$ cat src/core/frs_pkg.sv
// frs_pkg: constants for the flash segment and command access block
package frs_pkg;

  // host io space: segment select location
  localparam logic [15:0] FRS_HALF_SELECT_OFS  = 16'h0800;
  localparam logic [7:0]  FRS_HALF_SELECT_RST  = 8'h00;
  localparam int          FRS_HALF_SELECT_BIT  = 0;

  // host memory space: flash window
  localparam logic [31:0] FRS_WIN_BASE         = 32'hFFF8_0000;
  localparam logic [31:0] FRS_WIN_LAST         = 32'hFFFF_FFFF;
  localparam int          FRS_OFS_W            = 19;
  localparam int          FRS_BLK_LSB          = 16;
  localparam logic [3:0]  FRS_UPPER_BLK_BASE   = 4'h8;

  // flash command bytes
  localparam logic [7:0]  FRS_CMD_READ_ARRAY   = 8'hFF;
  localparam logic [7:0]  FRS_CMD_IDENT        = 8'h90;
  localparam logic [7:0]  FRS_CMD_READ_STATUS  = 8'h70;
  localparam logic [7:0]  FRS_CMD_CLR_STATUS   = 8'h50;
  localparam logic [7:0]  FRS_CMD_ERASE_SETUP  = 8'h20;
  localparam logic [7:0]  FRS_CMD_SUSPEND      = 8'hB0;
  localparam logic [7:0]  FRS_CMD_PROG_SETUP   = 8'h40;
  localparam logic [7:0]  FRS_CMD_PROG_ALT     = 8'h10;

  // answer for an unmapped memory read and for io reads
  localparam logic [7:0]  FRS_UNMAPPED_DATA    = 8'hFF;
  localparam logic [7:0]  FRS_IO_READ_DATA     = 8'h00;

  // flash timing, clk_sys at 125 MHz
  localparam int          FRS_CLK_PERIOD_PS    = 8000;
  localparam int          FRS_T_ACCESS_NS      = 120;
  localparam int          FRS_T_WE_PULSE_NS    = 60;
  localparam int          FRS_ACCESS_CYC       =
    (FRS_T_ACCESS_NS * 1000 + FRS_CLK_PERIOD_PS - 1) / FRS_CLK_PERIOD_PS;
  localparam int          FRS_WE_PULSE_CYC     =
    (FRS_T_WE_PULSE_NS * 1000 + FRS_CLK_PERIOD_PS - 1) / FRS_CLK_PERIOD_PS;
  localparam int          FRS_CNT_W            = 8;

  // read mode the flash is currently left in
  typedef enum logic [1:0] {
    FRS_MODE_ARRAY,
    FRS_MODE_IDENT,
    FRS_MODE_STATUS
  } frs_mode_t;

endpackage : frs_pkg

$ cat src/core/frs_flash_access.sv
// frs_flash_access: segment select, window decode and flash bus cycles
`timescale 1ns/100ps
`default_nettype none

module frs_flash_access
  import frs_pkg::*;
#(
  parameter int ACCESS_CYC   = frs_pkg::FRS_ACCESS_CYC,
  parameter int WE_PULSE_CYC = frs_pkg::FRS_WE_PULSE_CYC
) (
  // clock and reset
  input  wire logic                 clk_sys,
  input  wire logic                 srst,
  // host io cycles
  input  wire logic                 io_wr,
  input  wire logic                 io_rd,
  input  wire logic [15:0]          io_addr,
  input  wire logic [7:0]           io_wdata,
  output var  logic [7:0]           io_rdata,
  output var  logic                 io_ack,
  // host byte memory cycles
  input  wire logic                 mem_req,
  input  wire logic                 mem_we,
  input  wire logic [31:0]          mem_addr,
  input  wire logic [7:0]           mem_wdata,
  output var  logic                 mem_busy,
  output var  logic                 mem_ack,
  output var  logic                 mem_hit,
  output var  logic [7:0]           mem_rdata,
  // command tracking status
  output var  frs_pkg::frs_mode_t   flash_mode,
  output var  logic                 cmd_armed,
  output var  logic                 cmd_misuse,
  output var  logic [3:0]           phys_block,
  output var  logic                 upper_half,
  // flash device pins
  output var  logic [18:0]          flash_addr,
  output var  logic                 flash_top_address_line,
  output var  logic                 flash_ce_n,
  output var  logic                 flash_oe_n,
  output var  logic                 flash_we_n,
  output var  logic [7:0]           flash_dq_out,
  output var  logic                 flash_dq_oe_n,
  input  wire logic [7:0]           flash_dq_in
);
  import frs_pkg::*;

  typedef enum logic [2:0] {
    ST_IDLE,
    ST_READ,
    ST_SAMPLE,
    ST_WRITE,
    ST_RECOVER
  } frs_state_t;

  ////////////////////////////////////////////////////////////////////////////
  // helpers

  // upper half adds eight to the in-segment block index
  function automatic logic [3:0] frs_block_of(input logic [18:0] ofs,
                                              input logic        upper);
    frs_block_of = upper ? (FRS_UPPER_BLK_BASE | {1'b0, ofs[18:16]})
                         : {1'b0, ofs[18:16]};
  endfunction : frs_block_of

  ////////////////////////////////////////////////////////////////////////////
  // state

  frs_state_t           state;
  logic [FRS_CNT_W-1:0] cnt;
  logic                 half_sel;
  // bookkeeping for the two-cycle setup commands
  logic                 prog_pending;
  logic                 erase_pending;
  logic [18:0]          program_target;
  logic [3:0]           erase_block;
  logic [7:0]           dq_sync1;
  logic [7:0]           dq_sync2;
  logic [7:0]           dq_sync3;
  logic                 cur_we;

  ////////////////////////////////////////////////////////////////////////////
  // decode

  wire        io_sel_hit  = (io_addr == FRS_HALF_SELECT_OFS);
  wire        win_hit     = (mem_addr >= FRS_WIN_BASE) &&
                            (mem_addr <= FRS_WIN_LAST);
  wire [18:0] win_ofs     = mem_addr[FRS_OFS_W-1:0];
  wire [3:0]  req_block   = frs_block_of(win_ofs, half_sel);
  wire        idle        = (state == ST_IDLE);
  wire        start       = mem_req && idle && win_hit;
  wire        miss        = mem_req && idle && !win_hit;
  // while a setup is pending the next write is its operation
  wire        second_wr   = prog_pending || erase_pending;
  wire        wr_first    = start && mem_we && !second_wr;
  wire        wr_second   = start && mem_we && second_wr;
  wire        is_prog_cmd = (mem_wdata == FRS_CMD_PROG_SETUP) ||
                            (mem_wdata == FRS_CMD_PROG_ALT);
  wire        is_erase    = (mem_wdata == FRS_CMD_ERASE_SETUP);
  wire        prog_wrong  = prog_pending && (win_ofs != program_target);
  wire        erase_wrong = erase_pending && (req_block != erase_block);
  wire        cnt_done    = (cnt == '0);
  wire        dq_stable   = (dq_sync2 == dq_sync3);
  wire [FRS_CNT_W-1:0] acc_load = FRS_CNT_W'(ACCESS_CYC - 1);
  wire [FRS_CNT_W-1:0] wep_load = FRS_CNT_W'(WE_PULSE_CYC - 1);

  // of first writes only FF, 90 and 70 move the tracked mode; 50 and B0 leave it
  wire frs_mode_t next_mode =
    (mem_wdata == FRS_CMD_IDENT)       ? FRS_MODE_IDENT  :
    (mem_wdata == FRS_CMD_READ_STATUS) ? FRS_MODE_STATUS :
    (mem_wdata == FRS_CMD_READ_ARRAY)  ? FRS_MODE_ARRAY  :
    flash_mode;

  ////////////////////////////////////////////////////////////////////////////
  // segment select register and io answer

  always_ff @(posedge clk_sys) begin
    if (srst) begin
      half_sel <= FRS_HALF_SELECT_RST[FRS_HALF_SELECT_BIT];
      io_ack   <= 1'b0;
      io_rdata <= FRS_IO_READ_DATA;
    end else begin
      if (io_wr && io_sel_hit) begin
        half_sel <= io_wdata[FRS_HALF_SELECT_BIT];
      end
      io_ack   <= (io_wr || io_rd) && io_sel_hit;
      io_rdata <= FRS_IO_READ_DATA;
    end
  end

  ////////////////////////////////////////////////////////////////////////////
  // pin input synchroniser
  // a byte counts once stages two and three agree

  always_ff @(posedge clk_sys) begin
    if (srst) begin
      dq_sync1 <= 8'h00;
      dq_sync2 <= 8'h00;
      dq_sync3 <= 8'h00;
    end else begin
      dq_sync1 <= flash_dq_in;
      dq_sync2 <= dq_sync1;
      dq_sync3 <= dq_sync2;
    end
  end

  ////////////////////////////////////////////////////////////////////////////
  // command tracking

  always_ff @(posedge clk_sys) begin
    if (srst) begin
      flash_mode     <= FRS_MODE_ARRAY;
      prog_pending   <= 1'b0;
      erase_pending  <= 1'b0;
      program_target <= '0;
      erase_block    <= 4'h0;
      cmd_misuse     <= 1'b0;
      cmd_armed      <= 1'b0;
    end else begin
      cmd_misuse <= 1'b0;
      // a misplaced second write still reaches the chip; it is only flagged
      if (wr_first) begin
        // 50 and B0 need no particular address
        flash_mode <= next_mode;
        if (is_prog_cmd) begin
          prog_pending   <= 1'b1;
          program_target <= win_ofs;
        end
        if (is_erase) begin
          erase_pending <= 1'b1;
          erase_block   <= req_block;
        end
        cmd_armed <= is_prog_cmd || is_erase;
      end else if (wr_second) begin
        // the second cycle performs the operation; device reports status
        prog_pending  <= 1'b0;
        erase_pending <= 1'b0;
        cmd_armed     <= 1'b0;
        cmd_misuse    <= prog_wrong || erase_wrong;
        flash_mode    <= FRS_MODE_STATUS;
      end
    end
  end

  ////////////////////////////////////////////////////////////////////////////
  // flash bus cycle sequencer

  always_ff @(posedge clk_sys) begin
    if (srst) begin
      state                  <= ST_IDLE;
      cnt                    <= '0;
      cur_we                 <= 1'b0;
      mem_busy               <= 1'b0;
      mem_ack                <= 1'b0;
      mem_hit                <= 1'b0;
      mem_rdata              <= 8'h00;
      phys_block             <= 4'h0;
      upper_half             <= 1'b0;
      flash_addr             <= '0;
      flash_top_address_line <= 1'b0;
      flash_ce_n             <= 1'b1;
      flash_oe_n             <= 1'b1;
      flash_we_n             <= 1'b1;
      flash_dq_out           <= 8'h00;
      flash_dq_oe_n          <= 1'b1;
    end else begin
      mem_ack                <= 1'b0;
      upper_half             <= half_sel;
      flash_top_address_line <= half_sel;
      unique case (state)
        ST_IDLE: begin
          // unmapped addresses answer at once with the idle-bus byte
          if (miss) begin
            mem_ack   <= 1'b1;
            mem_hit   <= 1'b0;
            mem_rdata <= FRS_UNMAPPED_DATA;
          end else if (start) begin
            mem_busy   <= 1'b1;
            cur_we     <= mem_we;
            phys_block <= req_block;
            flash_addr <= win_ofs;
            flash_ce_n <= 1'b0;
            if (mem_we) begin
              flash_we_n    <= 1'b0;
              flash_dq_out  <= mem_wdata;
              flash_dq_oe_n <= 1'b0;
              cnt           <= wep_load;
              state         <= ST_WRITE;
            end else begin
              // plain read: no command cycle needed
              flash_oe_n <= 1'b0;
              cnt        <= acc_load;
              state      <= ST_READ;
            end
          end
        end
        ST_READ: begin
          // give the chip its access time before sampling
          if (cnt_done) begin
            state <= ST_SAMPLE;
          end else begin
            cnt <= cnt - 1'b1;
          end
        end
        ST_SAMPLE: begin
          // wait until the synchronised data has settled
          if (dq_stable) begin
            mem_rdata  <= dq_sync3;
            flash_oe_n <= 1'b1;
            flash_ce_n <= 1'b1;
            state      <= ST_RECOVER;
          end
        end
        ST_WRITE: begin
          // strobe held low for the write pulse, data already driven
          if (cnt_done) begin
            flash_we_n <= 1'b1;
            state      <= ST_RECOVER;
          end else begin
            cnt <= cnt - 1'b1;
          end
        end
        ST_RECOVER: begin
          // data held one cycle past the write strobe rising
          flash_ce_n    <= 1'b1;
          flash_dq_oe_n <= 1'b1;
          mem_busy      <= 1'b0;
          mem_ack       <= 1'b1;
          mem_hit       <= 1'b1;
          if (cur_we) begin
            mem_rdata <= 8'h00;
          end
          state <= ST_IDLE;
        end
      endcase
    end
  end

endmodule : frs_flash_access

`default_nettype wire

$ cat config.mk
export PLATFORM = sky130hd
export DESIGN_NAME = frs_flash_access
export DESIGN_NICKNAME = d
export VERILOG_FILES = /design/src/core/frs_pkg.sv /design/src/core/frs_flash_access.sv
export SDC_FILE = /design/constraint.sdc
export NUM_CORES = 1
export LEC_CHECK = 0
export CORE_UTILIZATION = 45
export CTS_CLUSTER_SIZE = 20
export DETAILED_ROUTE_END_ITERATION = 10
export DONT_BUFFER_PORTS = 1
export GPL_ROUTABILITY_DRIVEN = 0
export PLACE_DENSITY_LB_ADDON = 0.1
export REMOVE_ABC_BUFFERS = 1
export SYNTH_ARGS = -nofsm -noshare
export SYNTH_HDL_FRONTEND = slang
export SYNTH_SLANG_ARGS = --single-unit
$ cat constraint.sdc
create_clock -name clk_sys -period 2.1 [get_ports clk_sys]
set_clock_uncertainty 0.1 [all_clocks]
set_input_delay 0.21 -clock clk_sys [delete_from_list [all_inputs] [get_ports clk_sys]]
set_output_delay 0.21 -clock clk_sys [all_outputs]
set_load 0.02 [all_outputs]
# Yosys cells after proc, flatten, opt, wreduce, memory -nomap -nowiden
# Index checks and enable logic that the tools add are counted.
# word_totals
reg_bits,114
input_bits,78
out_inout_bits,61
word_cells,152
# op_classes
add_sub_neg,1
n_lt_le_gt_ge,2
eq_ne,27
muxes,49
bitwise_logic,2
reduce_logical,44
# op_table
operator,n
$mux 8,6
$ge 32x32->1 const B,1
$le 32x32->1 const B,1
$pmux 8 s3,1
$mux 1,20
$reduce_and 4->1,5
$ne 19x19->1,1
$eq 16x12->1 const B,1
$eq 8x7->1 const B,2
$eq 8x8->1 const B,2
$ne 2x2->1 const B,8
$pmux 8 s2,1
$mux 3,5
$pmux 3 s5,1
$reduce_and 5->1,3
$mux 2,6
$pmux 1 s2,6
$reduce_and 2->1,6
$logic_and 1x1->1,11
$reduce_bool 2->1,5
$eq 8x5->1 const B,1
$eq 8x6->1 const B,1
$eq 8x8->1,1
$logic_not 8->1,1
other kinds (17),29

# Longest topological paths before layout
# logic_depth
depth_word,7
mapped_depth,8
ltp_nobuf,7

# Worst setup path after synthesis
# No wires, ideal clock.
# synth_timing
path_kind,reg-to-reg
startpoint,register cnt[0]
endpoint,register state[1]
setup_time_ns,0.117
t_arrival_ns,1.740
required_time_ns,1.883
setup_slack_ns,0.144
stages_incl_launch_ff,8
n_path_buf,1
period_less_slack_ns,1.956
path_cell_list,dfxtp_1 > inv_1 > ha_1 > or3b_1 > buf_2 > o31ai_4 > o211ai_1 > a22o_1
# synth_between
elab_chain_cells,3
elab_cells_between_ends,4
classes_between,eq/ne: 2; reduce/logical: 2
# synth_lines
item,line,source
from (decl),frs_flash_access.sv:70,logic [FRS_CNT_W-1:0] cnt;
from (signal assigned),frs_flash_access.sv:227,cnt <= wep_load;
from (signal assigned),frs_flash_access.sv:232,cnt <= acc_load;
from (signal assigned),frs_flash_access.sv:242,cnt <= cnt - 1'b1;
$logic_not 8->1 (*),frs_flash_access.sv:102,wire cnt_done = (cnt == '0);
$ne 2x2->1 (no source line),--,
$reduce_and 5->1 (no source line) (*),--,
to (signal assigned),frs_flash_access.sv:190,state <= ST_IDLE;
to (signal assigned),frs_flash_access.sv:228,state <= ST_WRITE;
to (signal assigned),frs_flash_access.sv:233,state <= ST_READ;
to (decl),frs_flash_access.sv:69,frs_state_t state;
# Mark *: on every way between the ends. The rest lies on a longest branch, timed or not.
# A chain may end at the register's enable or synchronous reset.

# Worst setup path in the final report
# layout_timing
startpoint,register cnt[1]
endpoint,register cnt[3]
# layout_between
elab_chain_cells,3
elab_cells_between_ends,6
classes_between,add/sub: 1; eq/ne: 1; mux: 2; reduce/logical: 2
# layout_lines
item,line
$sub 8x1->8 / $logic_not 8->1 (equally long branches),"frs_flash_access.sv:242, frs_flash_access.sv:260, frs_flash_access.sv:102"
$mux 8 / $ne 2x2->1 (equally long branches),--
$pmux 8 s2 / $reduce_and 4->1 (equally long branches),--
# Parallel ways exist; a longest one is shown, timed or not. The select of a mux whose other input is x is not followed.

==> results summary <==
STA classifies the critical path endpoint as a flip-flop. The total number of vias came out at 3608. By startpoint and endpoint, the worst setup path is classified as flip-flop to flip-flop. The pin count of the biggest net entering global routing came out at 94. The count of antenna diodes in the layout came out at 0. The x dimension of the die is roughly 100 µm. The fmax is roughly 500 MHz. The worst hold path belongs to the class input pin to flip-flop. Subtracting the final worst setup slack from the clock period gives about 2.0 ns. The worst IR drop on VDD came out at approximately 0.41 mV. Ranked by total cell area, the synthesized netlist is headed by dfxtp_1 47%, nand2_1 5.9%, mux2i_1 5.5%, xor2_1 4.4%, a21oi_1 4.1%. The total standard cell area after synthesis came out at between 0.004 and 0.005 mm². The wire length of the first global-routing pass came out at 17.0 mm. The port buffer count is 0.

Counting flops with an async set or reset pin after synthesis yields a share of 0%. The worst hold slack is between 0.015 and 0.02 ns. The number of endpoints with negative hold slack in the final report is 0.

The count of warnings emitted by yosys came out at 0. The cell sitting at the root of the clock tree is a clkbuf_8. The area inside the core boundary came out at around 0.010 mm². The sequential element share of the synthesized area is 46.8%. The setup violation total in the final timing report came out at 0.

Data on the critical path is required at its endpoint by 2.31 ns. Buffers inserted during clock tree synthesis total 9. At the worst endpoint, the arrival time is between 2 and 2.5 ns. The leakage power summed over all cells is about 2.2 nW.

Traced cell by cell, the critical path runs through inv_1 > ha_2 > or3b_4 > o31ai_4 > buf_4 > a2bb2oi_2 > o21ai_1 > a21oi_1. STA classifies the critical path startpoint as a flip-flop. The post-route DRC violation count is 0. Dividing the detail-routed via count by the number of cells gives 5.24. The register-to-register path setup slack is 0.11 ns.

The delay of the slowest cell on the worst path came out at roughly 0.42 ns. The share of cells above drive strength 1 is under 10%. The remaining global-route overflow came out at 0. From synthesis to final layout, the design area changed by 16.0%.

The core utilization of the finished layout is 53.6%. Counting distinct cell types in the post-synthesis netlist gives 60. In this run the power density over the cells is roughly 670 mW/mm². The average wire length per cell after detail routing is approximately 15 µm. Synthesis produced a netlist whose cell count is 509. The startpoint identified for the worst hold timing path is mem_wdata[7]. The fraction of synthesized cell area taken by the top area cell type came out at approximately 47%. The final design instance area without fill came out at approximately 0.0055 mm². The total instance count after detailed placement is 622.

The count of buffer and inverter cells on the critical path came out at 2. The kind of cell with the highest combined delay along the critical path is compound AO/OA/AOI/OAI gates. TritonCTS built the clock tree. The die outline area came out at around 0.011 mm². The final-stage net count came out at between 600 and 700. Clock latency on the worst-skew pair, taken at its later pin, is 0.38 ns. The count of pins over their slew limit was 0.

The launching element of the worst setup path is cnt[1]$_SDFFE_PP0P_. The floorplan die height came out at between 100 and 150 µm. The number of DRC markers in iteration 0 is 124. Detailed placement finished with a half-perimeter wire length of 6.40 mm. The synthesized design spends more area on one cell type than any other, namely dfxtp_1.

The first detailed-routing pass ran for 4 iterations. The wire length reported by the detailed router is between 10 and 15 mm. The clock slew at the register clock pins of the worst setup and hold paths came out at between 0.1 and 0.15 ns. Once the floorplan was initialized, standard cells occupied between 40% and 50% of the core.

The via count of the first global-routing pass was roughly 3500. After layout, the worst path uses between 90% and 100% of the clock period. The post-route non-filler standard cell count came out at slightly below 700. The initial antenna violation count is 0.

The combined global-route utilization of all metal layers is 19.4%. The count of boundary I/O pins is between 100 and 150. The number of maximum-capacitance constraint violations is 0. Summing all placed instances gives a cell area of about 0.0048 mm². The clock sink total came out at around 110.

For this run, the leading register cell type out of synthesis is dfxtp_1. The number of synthesized flops with an enable pin is 0. The number of rows in the core area is 37. The count of state elements after synthesis came out at roughly 110. In this run the critical register-to-register path is launched from cnt[1]$_SDFFE_PP0P_. The largest fanout of any net on the critical path is 7. The residual antenna-violating net count after detailed routing is 0. The number of H-tree levels is 3. The worst-case clock buffer depth came out at 2. The slowest stage of the critical path is the or3b_4 cell.

The mean post-synth cell area is between 9 and 10 µm². The flow ran to the end, and the final reports show no timing, DRC or antenna violations.
cells by family after synthesis:
logic type | after synthesis | share of synthesized area [%]
DFF | 111 | 46.8
muxes | 26 | 5.48
xor gates and xnor gates | 37 | 6.83
adders and majority gates | 2 | 0.475
buffers and inverters | 44 | 5.51
other | 1 | 0.0790
and+or+nand+nor | 212 | 24.1
AOI/OAI and AO/OA | 76 | 10.7
path summary, 6_finish.rpt:
path,end,cells past startpoint
worst max-delay path,cnt[3]$_SDFFE_PP0P_,8
worst max register to register,cnt[3]$_SDFFE_PP0P_,8
worst min-delay path,flash_mode[1]$_SDFFE_PP0P_,3
worst min register to register,dq_sync2[0]$_SDFF_PP0_,1
synth_stat cells, types with 5 or more instances:
cell / n
dfxtp_1: 111
nand2_1: 75
nor2_1: 40
a21oi_1: 39
mux2i_1: 26
nor2b_1: 26
xor2_1: 24
buf_4: 13
clkbuf_1: 13
xnor2_1: 13
nor4_1: 10
or3_1: 10
nor3_1: 8
o211a_1: 8
buf_2: 7
nand3_1: 7
nand2b_1: 6
nand4_1: 5
o21ai_0: 5
o31ai_1: 5
metrics by stage:
stage	setup WS (ns)	power [mW]	TNS, ns
2_1_floorplan	0.00933	2.33	0
3_3_place_gp	0.125	2.35	0
3_5_place_dp	0.0638	2.35	0
4_1_cts	0.0308	3.73	0
5_1_grt	-0.00684	3.84	-0.00684
6_report	0.107	3.67	0
layout make-up:
cell class	instances	area, µm²
timing repair buffer	61	601
clock inverter	7	71.3
clock buffer	9	124
fill	947	4770
multi-input combinational	361	2300
inverter	4	15.0
sequential	111	2220
tap	136	170
layout by cell type, fill, tap and decap left out, types with 2 or more instances in the layout:
| cell | n |
|---|---|
| nor4_4 | 4 |
| a211oi_1 | 2 |
| buf_4 | 11 |
| o41ai_1 | 2 |
| nor3_1 | 8 |
| mux2i_1 | 25 |
| inv_6 | 3 |
| nor4b_1 | 2 |
| inv_1 | 4 |
| nor2_1 | 40 |
| o211a_1 | 8 |
| nand2b_1 | 6 |
| dfxtp_1 | 111 |
| clkinv_4 | 2 |
| nand3_1 | 7 |
| or4_1 | 2 |
| and4_1 | 2 |
| dlygate4sd3_1 | 49 |
| a21oi_1 | 39 |
| nand4_1 | 5 |
| conb_1 | 8 |
| nor4_1 | 10 |
| nand2_1 | 75 |
| xor2_1 | 24 |
| o21ai_0 | 5 |
| nand4_2 | 2 |
| nor2b_1 | 26 |
| or3_1 | 10 |
| clkbuf_8 | 9 |
| o31ai_1 | 5 |
| xnor2_1 | 13 |
| and3_1 | 2 |
state kept, by name, indices dropped and copies added, names as in the netlist, 2 cells and up:
register	flops
cnt	8
dq_sync1	8
dq_sync2	8
dq_sync3	8
erase_block	4
flash_addr	16
flash_dq_out	8
flash_mode	2
mem_rdata	8
phys_block	4
program_target	19
state	3
power breakdown:
group	switching [mW]	internal, mW
combinational	0.119	0.124
clock	0.793	0.468
sequential	0.0340	2.14
worst register-to-register path, cell delays in order, from the launching register on:
cell	delay, ns
dfxtp_1	0.33
inv_1	0.08
ha_2	0.19
or3b_4	0.42
o31ai_4	0.24
buf_4	0.19
a2bb2oi_2	0.15
o21ai_1	0.07
a21oi_1	0.15
routing by layer:
layer / GRT usage [%] / part of all wire, %
met1: 25.1 / 47
met2: 31.2 / 45
met3: 5.80 / 7.1
met4: 6.04 / 1.0
met5: 0 / 0
repair_timing:
| item | 4_1_cts | 5_1_grt |
|---|---|---|
| hold buffers | 50 | 0 |
| setup buffers | 0 | 1 |
| resized for setup | 0 | 5 |
| endpoints found under the hold margin | 103 | 0 |
| endpoints found under the setup margin | 0 | 5 |
No activity file was read; power rests on OpenSTA's default activity.
